<file path="src/hdl/cdpt_pkg.sv">
// Constants and types for the channel delay and pulse timer
package cdpt_pkg;

  localparam int unsigned CH_NUM = 3;
  localparam int unsigned CNT_W = 10;
  localparam int unsigned DIV_W = 4;
  localparam int unsigned ADDR_W = 12;

  // Register byte addresses
  localparam logic [11:0] ADDR_OPCTL = 12'h000;
  localparam logic [11:0] ADDR_CLKCTL = 12'h004;
  localparam logic [11:0] ADDR_DIVCTL = 12'h008;
  localparam logic [11:0] ADDR_STATUS = 12'h00c;
  localparam logic [11:0] ADDR_CH_BASE = 12'h010;
  localparam logic [11:0] ADDR_CH_STRIDE = 12'h010;
  localparam logic [11:0] CH_DELAY_OFS = 12'h000;
  localparam logic [11:0] CH_PON_OFS = 12'h004;
  localparam logic [11:0] CH_POFF_OFS = 12'h008;

  // Field positions
  localparam int unsigned OPCTL_MODE_LSB = 0;
  localparam int unsigned OPCTL_FBDIS_BIT = 5;
  localparam int unsigned CLK_SRC_LSB = 1;
  localparam int unsigned DIV_DLY_LSB = 0;
  localparam int unsigned DIV_PLS_LSB = 8;
  localparam int unsigned ST_OUT_LSB = 0;
  localparam int unsigned ST_EN_LSB = 4;
  localparam int unsigned ST_OFF_LSB = 12;
  localparam int unsigned ST_DIVLOW_BIT = 8;
  localparam int unsigned ST_EXT_BIT = 9;

  // Clock source codes
  localparam logic [1:0] CLK_SRC_INT = 2'h0;
  localparam logic [1:0] CLK_SRC_EXT = 2'h1;

  // Values after reset
  localparam logic [1:0] RST_MODE = 2'h0;
  localparam logic RST_FBDIS = 1'b0;
  localparam logic [1:0] RST_CLK_SRC = 2'h0;
  localparam logic [3:0] RST_DIV = 4'h0;
  localparam logic [9:0] RST_COUNT = 10'h000;

  // Timing
  localparam int unsigned PCLK_PERIOD_NS = 20;
  localparam int unsigned INT_TICK_NS = 40;
  localparam int unsigned INT_TICK_CYC = INT_TICK_NS / PCLK_PERIOD_NS;
  localparam logic [3:0] DIV_MAX_LOG2 = 4'h7;
  localparam logic [3:0] MPG_MIN_DIV_LOG2 = 4'h3;

  typedef enum logic [1:0] {
    CDPT_MODE_OPEN = 2'b00,
    CDPT_MODE_CPC = 2'b01,
    CDPT_MODE_IPC = 2'b10
  } cdpt_mode_t;

  typedef enum logic [2:0] {
    CDPT_ST_IDLE = 3'b000,
    CDPT_ST_DELAY = 3'b001,
    CDPT_ST_PON = 3'b010,
    CDPT_ST_POFF = 3'b011,
    CDPT_ST_STEADY = 3'b100
  } cdpt_state_t;

endpackage : cdpt_pkg

</file>
<file path="src/hdl/cdpt_ch_if.sv">
// Link between the control logic and one channel timer
`timescale 1ns/10ps
`default_nettype none
interface cdpt_ch_if;
  logic en;
  logic tick_delay;
  logic tick_pulse;
  logic [cdpt_pkg::CNT_W-1:0] delay_cnt;
  logic [cdpt_pkg::CNT_W-1:0] pulse_on_cnt;
  logic [cdpt_pkg::CNT_W-1:0] pulse_off_cnt;
  logic out_on;
  logic off_phase;

  modport ctl (
    output en, tick_delay, tick_pulse, delay_cnt, pulse_on_cnt,
    output pulse_off_cnt,
    input out_on, off_phase
  );
  modport tmr (
    input en, tick_delay, tick_pulse, delay_cnt, pulse_on_cnt,
    input pulse_off_cnt,
    output out_on, off_phase
  );
endinterface : cdpt_ch_if
`default_nettype wire

</file>
<file path="src/hdl/cdpt_ch_timer.sv">
// One channel: turn-on delay and on/off pulse train
`timescale 1ns/10ps
`default_nettype none
module cdpt_ch_timer (
  // Clock and reset
  input wire logic pclk,
  input wire logic presetn,
  // Control side
  cdpt_ch_if.tmr ch
);

  cdpt_pkg::cdpt_state_t state_r;
  cdpt_pkg::cdpt_state_t state_nxt;
  logic en_prev_r;
  logic rise;
  logic [cdpt_pkg::CNT_W-1:0] cnt_r;
  logic [cdpt_pkg::CNT_W-1:0] cnt_nxt;
  logic [cdpt_pkg::CNT_W-1:0] pon_r;
  logic [cdpt_pkg::CNT_W-1:0] poff_r;
  logic [cdpt_pkg::CNT_W-1:0] pon_nxt;
  logic [cdpt_pkg::CNT_W-1:0] poff_nxt;
  logic out_on_r;
  logic off_phase_r;

  assign rise = ch.en & ~en_prev_r;

  always_ff @(posedge pclk or negedge presetn) begin
    if (!presetn) begin
      en_prev_r <= 1'b0;
    end else begin
      en_prev_r <= ch.en;
    end
  end

  always_comb begin
    state_nxt = state_r;
    cnt_nxt = cnt_r;
    pon_nxt = pon_r;
    poff_nxt = poff_r;
    if (!ch.en) begin
      state_nxt = cdpt_pkg::CDPT_ST_IDLE;
    end else if (rise) begin
      pon_nxt = ch.pulse_on_cnt;
      poff_nxt = ch.pulse_off_cnt;
      cnt_nxt = ch.delay_cnt;
      state_nxt = cdpt_pkg::CDPT_ST_DELAY;
      if (ch.delay_cnt == cdpt_pkg::RST_COUNT) begin
        if (ch.pulse_on_cnt == cdpt_pkg::RST_COUNT ||
            ch.pulse_off_cnt == cdpt_pkg::RST_COUNT) begin
          state_nxt = cdpt_pkg::CDPT_ST_STEADY;
        end else begin
          state_nxt = cdpt_pkg::CDPT_ST_PON;
          cnt_nxt = ch.pulse_on_cnt;
        end
      end
    end else begin
      unique case (state_r)
        cdpt_pkg::CDPT_ST_DELAY: begin
          if (ch.tick_delay) begin
            cnt_nxt = cnt_r - 10'h001;
            if (cnt_r == 10'h001) begin
              if (pon_r == cdpt_pkg::RST_COUNT ||
                  poff_r == cdpt_pkg::RST_COUNT) begin
                state_nxt = cdpt_pkg::CDPT_ST_STEADY;
              end else begin
                state_nxt = cdpt_pkg::CDPT_ST_PON;
                cnt_nxt = pon_r;
              end
            end
          end
        end
        cdpt_pkg::CDPT_ST_PON: begin
          if (ch.tick_pulse) begin
            cnt_nxt = cnt_r - 10'h001;
            if (cnt_r == 10'h001) begin
              state_nxt = cdpt_pkg::CDPT_ST_POFF;
              cnt_nxt = poff_r;
            end
          end
        end
        cdpt_pkg::CDPT_ST_POFF: begin
          if (ch.tick_pulse) begin
            cnt_nxt = cnt_r - 10'h001;
            if (cnt_r == 10'h001) begin
              state_nxt = cdpt_pkg::CDPT_ST_PON;
              cnt_nxt = pon_r;
            end
          end
        end
        cdpt_pkg::CDPT_ST_IDLE, cdpt_pkg::CDPT_ST_STEADY: begin
          state_nxt = state_r;
        end
        default: begin
          state_nxt = cdpt_pkg::CDPT_ST_IDLE;
        end
      endcase
    end
  end

  always_ff @(posedge pclk or negedge presetn) begin
    if (!presetn) begin
      state_r <= cdpt_pkg::CDPT_ST_IDLE;
      cnt_r <= cdpt_pkg::RST_COUNT;
      pon_r <= cdpt_pkg::RST_COUNT;
      poff_r <= cdpt_pkg::RST_COUNT;
      out_on_r <= 1'b0;
      off_phase_r <= 1'b0;
    end else begin
      state_r <= state_nxt;
      cnt_r <= cnt_nxt;
      pon_r <= pon_nxt;
      poff_r <= poff_nxt;
      out_on_r <= (state_nxt == cdpt_pkg::CDPT_ST_PON) ||
                  (state_nxt == cdpt_pkg::CDPT_ST_STEADY);
      off_phase_r <= (state_nxt == cdpt_pkg::CDPT_ST_POFF);
    end
  end

  assign ch.out_on = out_on_r;
  assign ch.off_phase = off_phase_r;

endmodule : cdpt_ch_timer
`default_nettype wire

</file>
<file path="src/hdl/cdpt_top.sv">
// Three-channel turn-on delay and pulse timer with APB registers
`timescale 1ns/10ps
`default_nettype none
module cdpt_top #(
  parameter int unsigned CH = cdpt_pkg::CH_NUM
) (
  // APB slave
  input wire logic pclk,
  input wire logic presetn,
  input wire logic psel,
  input wire logic penable,
  input wire logic pwrite,
  input wire logic [cdpt_pkg::ADDR_W-1:0] paddr,
  input wire logic [31:0] pwdata,
  output logic [31:0] prdata,
  output logic pready,
  output logic pslverr,
  // Channel pins
  input wire logic [CH-1:0] channel_enable_input,
  input wire logic ext_clk_in,
  output logic [CH-1:0] channel_current_output,
  // Converter feedback
  output logic feedback_drive
);

  logic [1:0] mode_r;
  logic fbdis_r;
  logic [1:0] clk_src_r;
  logic [cdpt_pkg::DIV_W-1:0] div_dly_r;
  logic [cdpt_pkg::DIV_W-1:0] div_pls_r;
  logic [cdpt_pkg::CNT_W-1:0] delay_r [CH];
  logic [cdpt_pkg::CNT_W-1:0] pon_r [CH];
  logic [cdpt_pkg::CNT_W-1:0] poff_r [CH];

  logic [31:0] prdata_r;
  logic [31:0] rd_nxt;
  logic pready_r;
  logic pslverr_r;
  logic hit;
  logic wr_en;

  logic [$clog2(cdpt_pkg::INT_TICK_CYC+1)-1:0] int_cnt_r;
  logic int_tick;
  logic ext_prev_r;
  logic ext_tick;
  logic base_tick;
  logic [6:0] dly_cnt_r;
  logic [6:0] pls_cnt_r;
  logic [6:0] dly_mask;
  logic [6:0] pls_mask;
  logic tick_dly;
  logic tick_pls;

  logic [CH-1:0] out_on;
  logic [CH-1:0] off_phase;
  logic [CH-1:0] out_r;
  logic fb_r;
  logic div_low;

  // APB access phase with the one-cycle ready
  assign wr_en = psel & penable & pwrite & pready_r;

  function automatic logic [6:0] div_mask(input logic [3:0] f);
    logic [3:0] n;
    n = (f > cdpt_pkg::DIV_MAX_LOG2) ? cdpt_pkg::DIV_MAX_LOG2 : f;
    div_mask = 7'((8'h01 << n) - 8'h01);
  endfunction : div_mask

  function automatic logic [11:0] ch_addr(input int unsigned i,
                                          input logic [11:0] ofs);
    ch_addr = 12'(cdpt_pkg::ADDR_CH_BASE + i * cdpt_pkg::ADDR_CH_STRIDE
                  + ofs);
  endfunction : ch_addr

  // Control register writes
  always_ff @(posedge pclk or negedge presetn) begin
    if (!presetn) begin
      mode_r <= cdpt_pkg::RST_MODE;
    end else if (wr_en && paddr == cdpt_pkg::ADDR_OPCTL) begin
      mode_r <= pwdata[cdpt_pkg::OPCTL_MODE_LSB +: 2];
    end
  end

  // Feedback disconnect bit shares the mode word
  always_ff @(posedge pclk or negedge presetn) begin
    if (!presetn) begin
      fbdis_r <= cdpt_pkg::RST_FBDIS;
    end else if (wr_en && paddr == cdpt_pkg::ADDR_OPCTL) begin
      fbdis_r <= pwdata[cdpt_pkg::OPCTL_FBDIS_BIT];
    end
  end

  always_ff @(posedge pclk or negedge presetn) begin
    if (!presetn) begin
      clk_src_r <= cdpt_pkg::RST_CLK_SRC;
    end else if (wr_en && paddr == cdpt_pkg::ADDR_CLKCTL) begin
      clk_src_r <= pwdata[cdpt_pkg::CLK_SRC_LSB +: 2];
    end
  end

  always_ff @(posedge pclk or negedge presetn) begin
    if (!presetn) begin
      div_dly_r <= cdpt_pkg::RST_DIV;
    end else if (wr_en && paddr == cdpt_pkg::ADDR_DIVCTL) begin
      div_dly_r <= pwdata[cdpt_pkg::DIV_DLY_LSB +: cdpt_pkg::DIV_W];
    end
  end

  // Pulse divider ratio, set apart from the delay one
  always_ff @(posedge pclk or negedge presetn) begin
    if (!presetn) begin
      div_pls_r <= cdpt_pkg::RST_DIV;
    end else if (wr_en && paddr == cdpt_pkg::ADDR_DIVCTL) begin
      div_pls_r <= pwdata[cdpt_pkg::DIV_PLS_LSB +: cdpt_pkg::DIV_W];
    end
  end

  // Read data and decode
  always_comb begin
    rd_nxt = 32'h0000_0000;
    hit = 1'b1;
    unique case (paddr)
      cdpt_pkg::ADDR_OPCTL: begin
        rd_nxt[cdpt_pkg::OPCTL_MODE_LSB +: 2] = mode_r;
        rd_nxt[cdpt_pkg::OPCTL_FBDIS_BIT] = fbdis_r;
      end
      cdpt_pkg::ADDR_CLKCTL: begin
        rd_nxt[cdpt_pkg::CLK_SRC_LSB +: 2] = clk_src_r;
      end
      cdpt_pkg::ADDR_DIVCTL: begin
        rd_nxt[cdpt_pkg::DIV_DLY_LSB +: cdpt_pkg::DIV_W] = div_dly_r;
        rd_nxt[cdpt_pkg::DIV_PLS_LSB +: cdpt_pkg::DIV_W] = div_pls_r;
      end
      cdpt_pkg::ADDR_STATUS: begin
        // Enable bits show the raw pins
        rd_nxt[cdpt_pkg::ST_OUT_LSB +: CH] = out_r;
        rd_nxt[cdpt_pkg::ST_EN_LSB +: CH] = channel_enable_input;
        rd_nxt[cdpt_pkg::ST_OFF_LSB +: CH] = off_phase;
        rd_nxt[cdpt_pkg::ST_DIVLOW_BIT] = div_low;
        rd_nxt[cdpt_pkg::ST_EXT_BIT] = (clk_src_r == cdpt_pkg::CLK_SRC_EXT);
      end
      default: begin
        hit = 1'b0;
        for (int unsigned i = 0; i < CH; i++) begin
          if (paddr == ch_addr(i, cdpt_pkg::CH_DELAY_OFS)) begin
            rd_nxt[cdpt_pkg::CNT_W-1:0] = delay_r[i];
            hit = 1'b1;
          end
          if (paddr == ch_addr(i, cdpt_pkg::CH_PON_OFS)) begin
            rd_nxt[cdpt_pkg::CNT_W-1:0] = pon_r[i];
            hit = 1'b1;
          end
          if (paddr == ch_addr(i, cdpt_pkg::CH_POFF_OFS)) begin
            rd_nxt[cdpt_pkg::CNT_W-1:0] = poff_r[i];
            hit = 1'b1;
          end
        end
      end
    endcase
  end

  // Answer in the first access cycle, no waits
  always_ff @(posedge pclk or negedge presetn) begin
    if (!presetn) begin
      pready_r <= 1'b0;
    end else begin
      pready_r <= psel & ~penable;
    end
  end

  // Error rides with ready for unmapped addresses
  always_ff @(posedge pclk or negedge presetn) begin
    if (!presetn) begin
      pslverr_r <= 1'b0;
    end else begin
      pslverr_r <= psel & ~penable & ~hit;
    end
  end

  // Read word held until the next read setup
  always_ff @(posedge pclk or negedge presetn) begin
    if (!presetn) begin
      prdata_r <= 32'h0000_0000;
    end else if (psel && !penable && !pwrite) begin
      prdata_r <= rd_nxt;
    end
  end

  // Internal tick: pclk divided to the 40 ns timer period
  assign int_tick = (int_cnt_r == ($bits(int_cnt_r))'(
                     cdpt_pkg::INT_TICK_CYC - 1));

  always_ff @(posedge pclk or negedge presetn) begin
    if (!presetn) begin
      int_cnt_r <= '0;
    end else if (int_tick) begin
      int_cnt_r <= '0;
    end else begin
      int_cnt_r <= int_cnt_r + 1'b1;
    end
  end

  // External edges, up to half of pclk
  always_ff @(posedge pclk or negedge presetn) begin
    if (!presetn) begin
      ext_prev_r <= 1'b0;
    end else begin
      ext_prev_r <= ext_clk_in;
    end
  end

  assign ext_tick = ext_clk_in & ~ext_prev_r;

  assign base_tick = (clk_src_r == cdpt_pkg::CLK_SRC_EXT) ? ext_tick
                                                           : int_tick;

  assign dly_mask = div_mask(div_dly_r);
  assign pls_mask = div_mask(div_pls_r);
  assign tick_dly = base_tick && ((dly_cnt_r & dly_mask) == dly_mask);
  assign tick_pls = base_tick && ((pls_cnt_r & pls_mask) == pls_mask);

  // Free-running: first divided tick may land anywhere
  always_ff @(posedge pclk or negedge presetn) begin
    if (!presetn) begin
      dly_cnt_r <= 7'h00;
    end else if (base_tick) begin
      dly_cnt_r <= dly_cnt_r + 7'h01;
    end
  end

  // Pulse divider counter
  always_ff @(posedge pclk or negedge presetn) begin
    if (!presetn) begin
      pls_cnt_r <= 7'h00;
    end else if (base_tick) begin
      pls_cnt_r <= pls_cnt_r + 7'h01;
    end
  end

  // Flag a pulse divider below 8 when the mode is not open
  assign div_low = (mode_r != cdpt_pkg::CDPT_MODE_OPEN) &&
                   (div_pls_r < cdpt_pkg::MPG_MIN_DIV_LOG2);

  // Per-channel count registers and timers
  genvar g;
  generate
    for (g = 0; g < CH; g++) begin : g_ch
      cdpt_ch_if chl ();

      // Counts reach the timer only at an enable rise
      always_ff @(posedge pclk or negedge presetn) begin
        if (!presetn) begin
          delay_r[g] <= cdpt_pkg::RST_COUNT;
        end else if (wr_en &&
                     paddr == ch_addr(g, cdpt_pkg::CH_DELAY_OFS)) begin
          delay_r[g] <= pwdata[cdpt_pkg::CNT_W-1:0];
        end
      end

      always_ff @(posedge pclk or negedge presetn) begin
        if (!presetn) begin
          pon_r[g] <= cdpt_pkg::RST_COUNT;
        end else if (wr_en &&
                     paddr == ch_addr(g, cdpt_pkg::CH_PON_OFS)) begin
          pon_r[g] <= pwdata[cdpt_pkg::CNT_W-1:0];
        end
      end

      always_ff @(posedge pclk or negedge presetn) begin
        if (!presetn) begin
          poff_r[g] <= cdpt_pkg::RST_COUNT;
        end else if (wr_en &&
                     paddr == ch_addr(g, cdpt_pkg::CH_POFF_OFS)) begin
          poff_r[g] <= pwdata[cdpt_pkg::CNT_W-1:0];
        end
      end

      // Mode does not reach the timer
      assign chl.en = channel_enable_input[g];
      assign chl.tick_delay = tick_dly;
      assign chl.tick_pulse = tick_pls;
      assign chl.delay_cnt = delay_r[g];
      assign chl.pulse_on_cnt = pon_r[g];
      assign chl.pulse_off_cnt = poff_r[g];
      assign out_on[g] = chl.out_on;
      assign off_phase[g] = chl.off_phase;

      cdpt_ch_timer u_tmr (
        .pclk(pclk),
        .presetn(presetn),
        .ch(chl.tmr)
      );
    end
  endgenerate

  // Outputs registered once more; fall still clears at once below
  always_ff @(posedge pclk or negedge presetn) begin
    if (!presetn) begin
      out_r <= '0;
    end else begin
      out_r <= out_on & channel_enable_input;
    end
  end

  always_ff @(posedge pclk or negedge presetn) begin
    if (!presetn) begin
      fb_r <= 1'b1;
    end else begin
      fb_r <= ~(fbdis_r & (|off_phase));
    end
  end

  assign channel_current_output = out_r;
  assign feedback_drive = fb_r;
  assign prdata = prdata_r;
  assign pready = pready_r;
  assign pslverr = pslverr_r;

endmodule : cdpt_top
`default_nettype wire

</file>
<file path="config.mk">
export PLATFORM = sky130hd
export DESIGN_NAME = cdpt_top
export DESIGN_NICKNAME = d
export VERILOG_FILES = /design/src/hdl/cdpt_pkg.sv /design/src/hdl/cdpt_ch_if.sv /design/src/hdl/cdpt_ch_timer.sv /design/src/hdl/cdpt_top.sv
export SDC_FILE = /design/constraint.sdc
export NUM_CORES = 1
export LEC_CHECK = 0
export ABC_AREA = 1
export BUFFER_PORTS_ARGS = -buffer_cell sky130_fd_sc_hd__buf_2
export CAP_MARGIN = 20
export CORE_MARGIN = 1
export CORE_UTILIZATION = 57
export DETAILED_ROUTE_END_ITERATION = 6
export PLACE_DENSITY = 0.76
export SYNTH_ARGS = -nofsm -noshare
export SYNTH_HDL_FRONTEND = slang
export SYNTH_SLANG_ARGS = --single-unit
export TNS_END_PERCENT = 1
</file>
<file path="constraint.sdc">
create_clock -name pclk -period 5.3 [get_ports pclk]
set_input_delay 1.06 -clock pclk [delete_from_list [all_inputs] [get_ports pclk]]
set_output_delay 1.06 -clock pclk [all_outputs]
set_load 0.02 [all_outputs]
</file>
==> out/results.tsv <==
metric	value	unit
Startpoint Class	input port	
WP data arrival	3560	ps
Layout Utilization	63.9	%
Via density	5.57	
Max clock buf depth	3	
status	completed	
DRT iter0 DRCs	1382	
slowest CP cell	a21oi_2	
number of global-route vias before repair	12252	
Worst-path clk slew	60	ps
setup bufs post-CTS	0	
Max Cap Viol	0	
Worst-Skew Late Latency	560	ps
flops & latches, synth	249	
Routed Antenna Nets	0	
relative slew slack	32.6	%
GR Overflow Total	0	
initial antenna violation count	1	
CP Data Required Time	5730	ps
dpl ws	1680	ps
Inserted Diodes	0	
clock skew	14.9	ps
Setup WS post-layout	2170	ps
Layout Cells excl Fill	2318	
Crit Path Class	in -> reg	
WHS	411	ps
Via Count	12908	
die footprint	25400	sq um
clock net sink count	249	
H-tree depth	1	
Distinct cells, synth	49	
Post-synth top flop	dfrtp_1	
largest net degree at the start of global routing	127	
crit-path cells	buf_2 -> inv_1 -> nor2_1 -> nand2_1 -> nand2_1 -> nand3_1 -> nor2_4 -> nand3_4 -> nor2_4 -> inv_2 -> a21oi_2 -> inv_2 -> nand2_1 -> nand2_1	
post-synthesis sequential area ratio	44.1	%
drt wl/cell	17.2	microns
CTS hold repair buffers	0	
Detailed Place HPWL	29100	microns
RSZ-0062 raised after global routing	no	
Hold Violations, Final	0	
Post-synth EDFFs	0	
port bufs	53	
CTS root buffer	clkbuf_16	
TritonRoute pass-1 iters	5	
DRC Markers	0	
Fmax achieved	0.320	GHz
crit-path most repeated cell	nand2_1	
Crit. Startpoint	ext_clk_in	
post_cts resized	0	
Chip Width	159	microns
ratio of cells with drive above 1 in the final layout	9.13	%
Core Rows	57	
Initial Util	58.1	%
area growth from synthesis to layout	10.1	%
Detailed Route WL	39800	microns
worst vdd ir	307	uV
Post-Syn Area	14100	sq um
leakage	7.69	nW
most frequent cell after synthesis	nand2_1	
Worst R2R Setup Slack	2230	ps
CTS Buf Count	27	
final critical-path required period	3130	ps
GRT Total Usage	32.3	%
Net count, final	2036	
worst min-delay path category	reg -> reg	
Syn Area/Cell	7.26	sq um
Worst Tran Pin Value	1010	ps
gp weighted congestion	0.988	
placed cell count	2268	
fin crit share	59.0	%
PD cells	325	nW/um^2
Syn. warnings	0	
# setup viols final	0	
post-synth top area share	43.9	%
global-route wire length before repair	64700	microns
Post-synth top cells	nand2_1, dfrtp_1, inv_1, o21ai_0, nor2_1	
Setup TNS Final	0	ps
FF-to-FF Start	div_dly_r[2]$_DFFE_PN0P_	
crit-path max FO	13	
final number of max-transition violations	0	
synthesized netlist cell count	1944	
CTS tree	yes	
CP endpoint kind	flop	
Placeable Area	24300	sq um
chip height	159	microns
reg-to-reg endpoint	g_ch[2].u_tmr.cnt_r[5]$_DFFE_PN0P_	
share of flip-flops with an asynchronous set or reset	100	%
leading area contributor after synthesis	dfrtp_1	
Worst path max stage delay	530	ps
boundary pin count	91	
R2R cell count	13	
Worst setup endpoint	g_ch[2].u_tmr.cnt_r[5]$_DFFE_PN0P_	
synth top area cells	dfrtp_1, nand2_1, o21ai_0	
==> kinds of logic after synthesis <==
logic type / after synthesis / share of synthesized area (%)
and+or+nand+nor: 1027 / 32.2
buffers and inverters: 324 / 9.36
AOI/OAI and AO/OA: 302 / 11.4
DFF: 249 / 44.1
xor gates and xnor gates: 29 / 1.80
adders and majority gates: 10 / 0.886
muxes: 2 / 0.159
other: 1 / 0.0266
==> where the power goes <==
| group | switching [mW] | internal (mW) |
|---|---|---|
| sequential | 0.0958 | 2.00 |
| clock | 0.795 | 1.33 |
| combinational | 0.541 | 0.290 |
| total | 1.43 | 3.62 |
==> worst min path at each step <==
stage,start,depth (start not counted),slack (ps),endpoint
2_1_floorplan,g_ch[2].u_tmr.ch.off_phase$_DFF_PN0_,1,390,feedback_drive$_DFF_PN1_
3_3_place_gp,g_ch[2].u_tmr.ch.off_phase$_DFF_PN0_,1,410,feedback_drive$_DFF_PN1_
3_5_place_dp,g_ch[2].u_tmr.ch.off_phase$_DFF_PN0_,1,410,feedback_drive$_DFF_PN1_
4_1_cts,g_ch[2].u_tmr.ch.off_phase$_DFF_PN0_,1,420,feedback_drive$_DFF_PN1_
5_1_grt,g_ch[1].u_tmr.ch.off_phase$_DFF_PN0_,1,440,feedback_drive$_DFF_PN1_
6_report,g_ch[2].u_tmr.ch.off_phase$_DFF_PN0_,1,410,feedback_drive$_DFF_PN1_
==> flip-flops by register name (all words and copies together) (netlist names), 2 cells and up <==
name	count
g_ch.u_tmr.pon_r	30
g_ch.u_tmr.poff_r	30
clk_src_r	2
g_ch.u_tmr.ch.out_on	3
mode_r	2
g_ch.chl.pulse_on_cnt	30
g_ch.u_tmr.en_prev_r	3
div_pls_r	4
dly_cnt_r	7
g_ch.u_tmr.ch.off_phase	3
g_ch.u_tmr.cnt_r	30
g_ch.u_tmr.state_r	9
prdata	15
g_ch.chl.pulse_off_cnt	30
div_dly_r	4
g_ch.chl.delay_cnt	30
int_cnt_r	2
pls_cnt_r	7
channel_current_output	3
==> critical path: cells and delay by family <==
family	cells	cell delay (ps)
AOI/OAI and AO/OA	1	530
buffers and inverters	4	400
and+or+nand+nor	9	1550
==> through the flow <==
step	total power, mW	cell area (sq um)
after floorplan	2.74	14200
after global placement	2.94	14500
after detailed placement	2.95	14500
after CTS	5.08	15500
after global routing	5.29	15500
final	5.05	15500
==> area by class of cell <==
type	instances	area (sq um)
repair buffers	60	340
multi-input cells	1387	6630
clock inverters	15	258
clock buffers	35	746
well taps	324	405
inverters	248	931
flip-flops and latches	249	6230
fillers	2189	8780
==> cell usage in the layout (no fill, tap or decap), types with 5 or more instances in the layout <==
master,netlist,final
o21ai_0,200,200
nor2_2,13,14
o21bai_1,7,7
nand3_1,161,161
o211ai_1,13,13
nor2_1,162,161
dfrtp_1,248,248
buf_4,18,6
nand4_1,51,51
clkbuf_16,0,27
nor2_4,10,10
o21ai_1,28,28
bufinv_16,0,7
o22ai_1,5,5
nor3_1,26,26
xor2_1,28,28
clkinv_2,0,6
nand3_2,12,12
or2_2,11,11
inv_2,12,12
buf_2,9,52
conb_1,1,17
ha_1,10,10
a21oi_1,32,32
nand2_1,561,561
inv_1,235,235
==> layer usage <==
layer  up-vias  routed length [microns]  track usage (%)  share of wire (%)
met5         -                        0                0                  0
met4         0                     1500             12.3                3.8
met3        93                     3090             5.47                7.8
met2       521                    18000             51.2                 45
met1      6017                    17200             44.6                 43
li1       6277                        -                -                  -
Note: power is estimated with default switching activity, not from simulation.
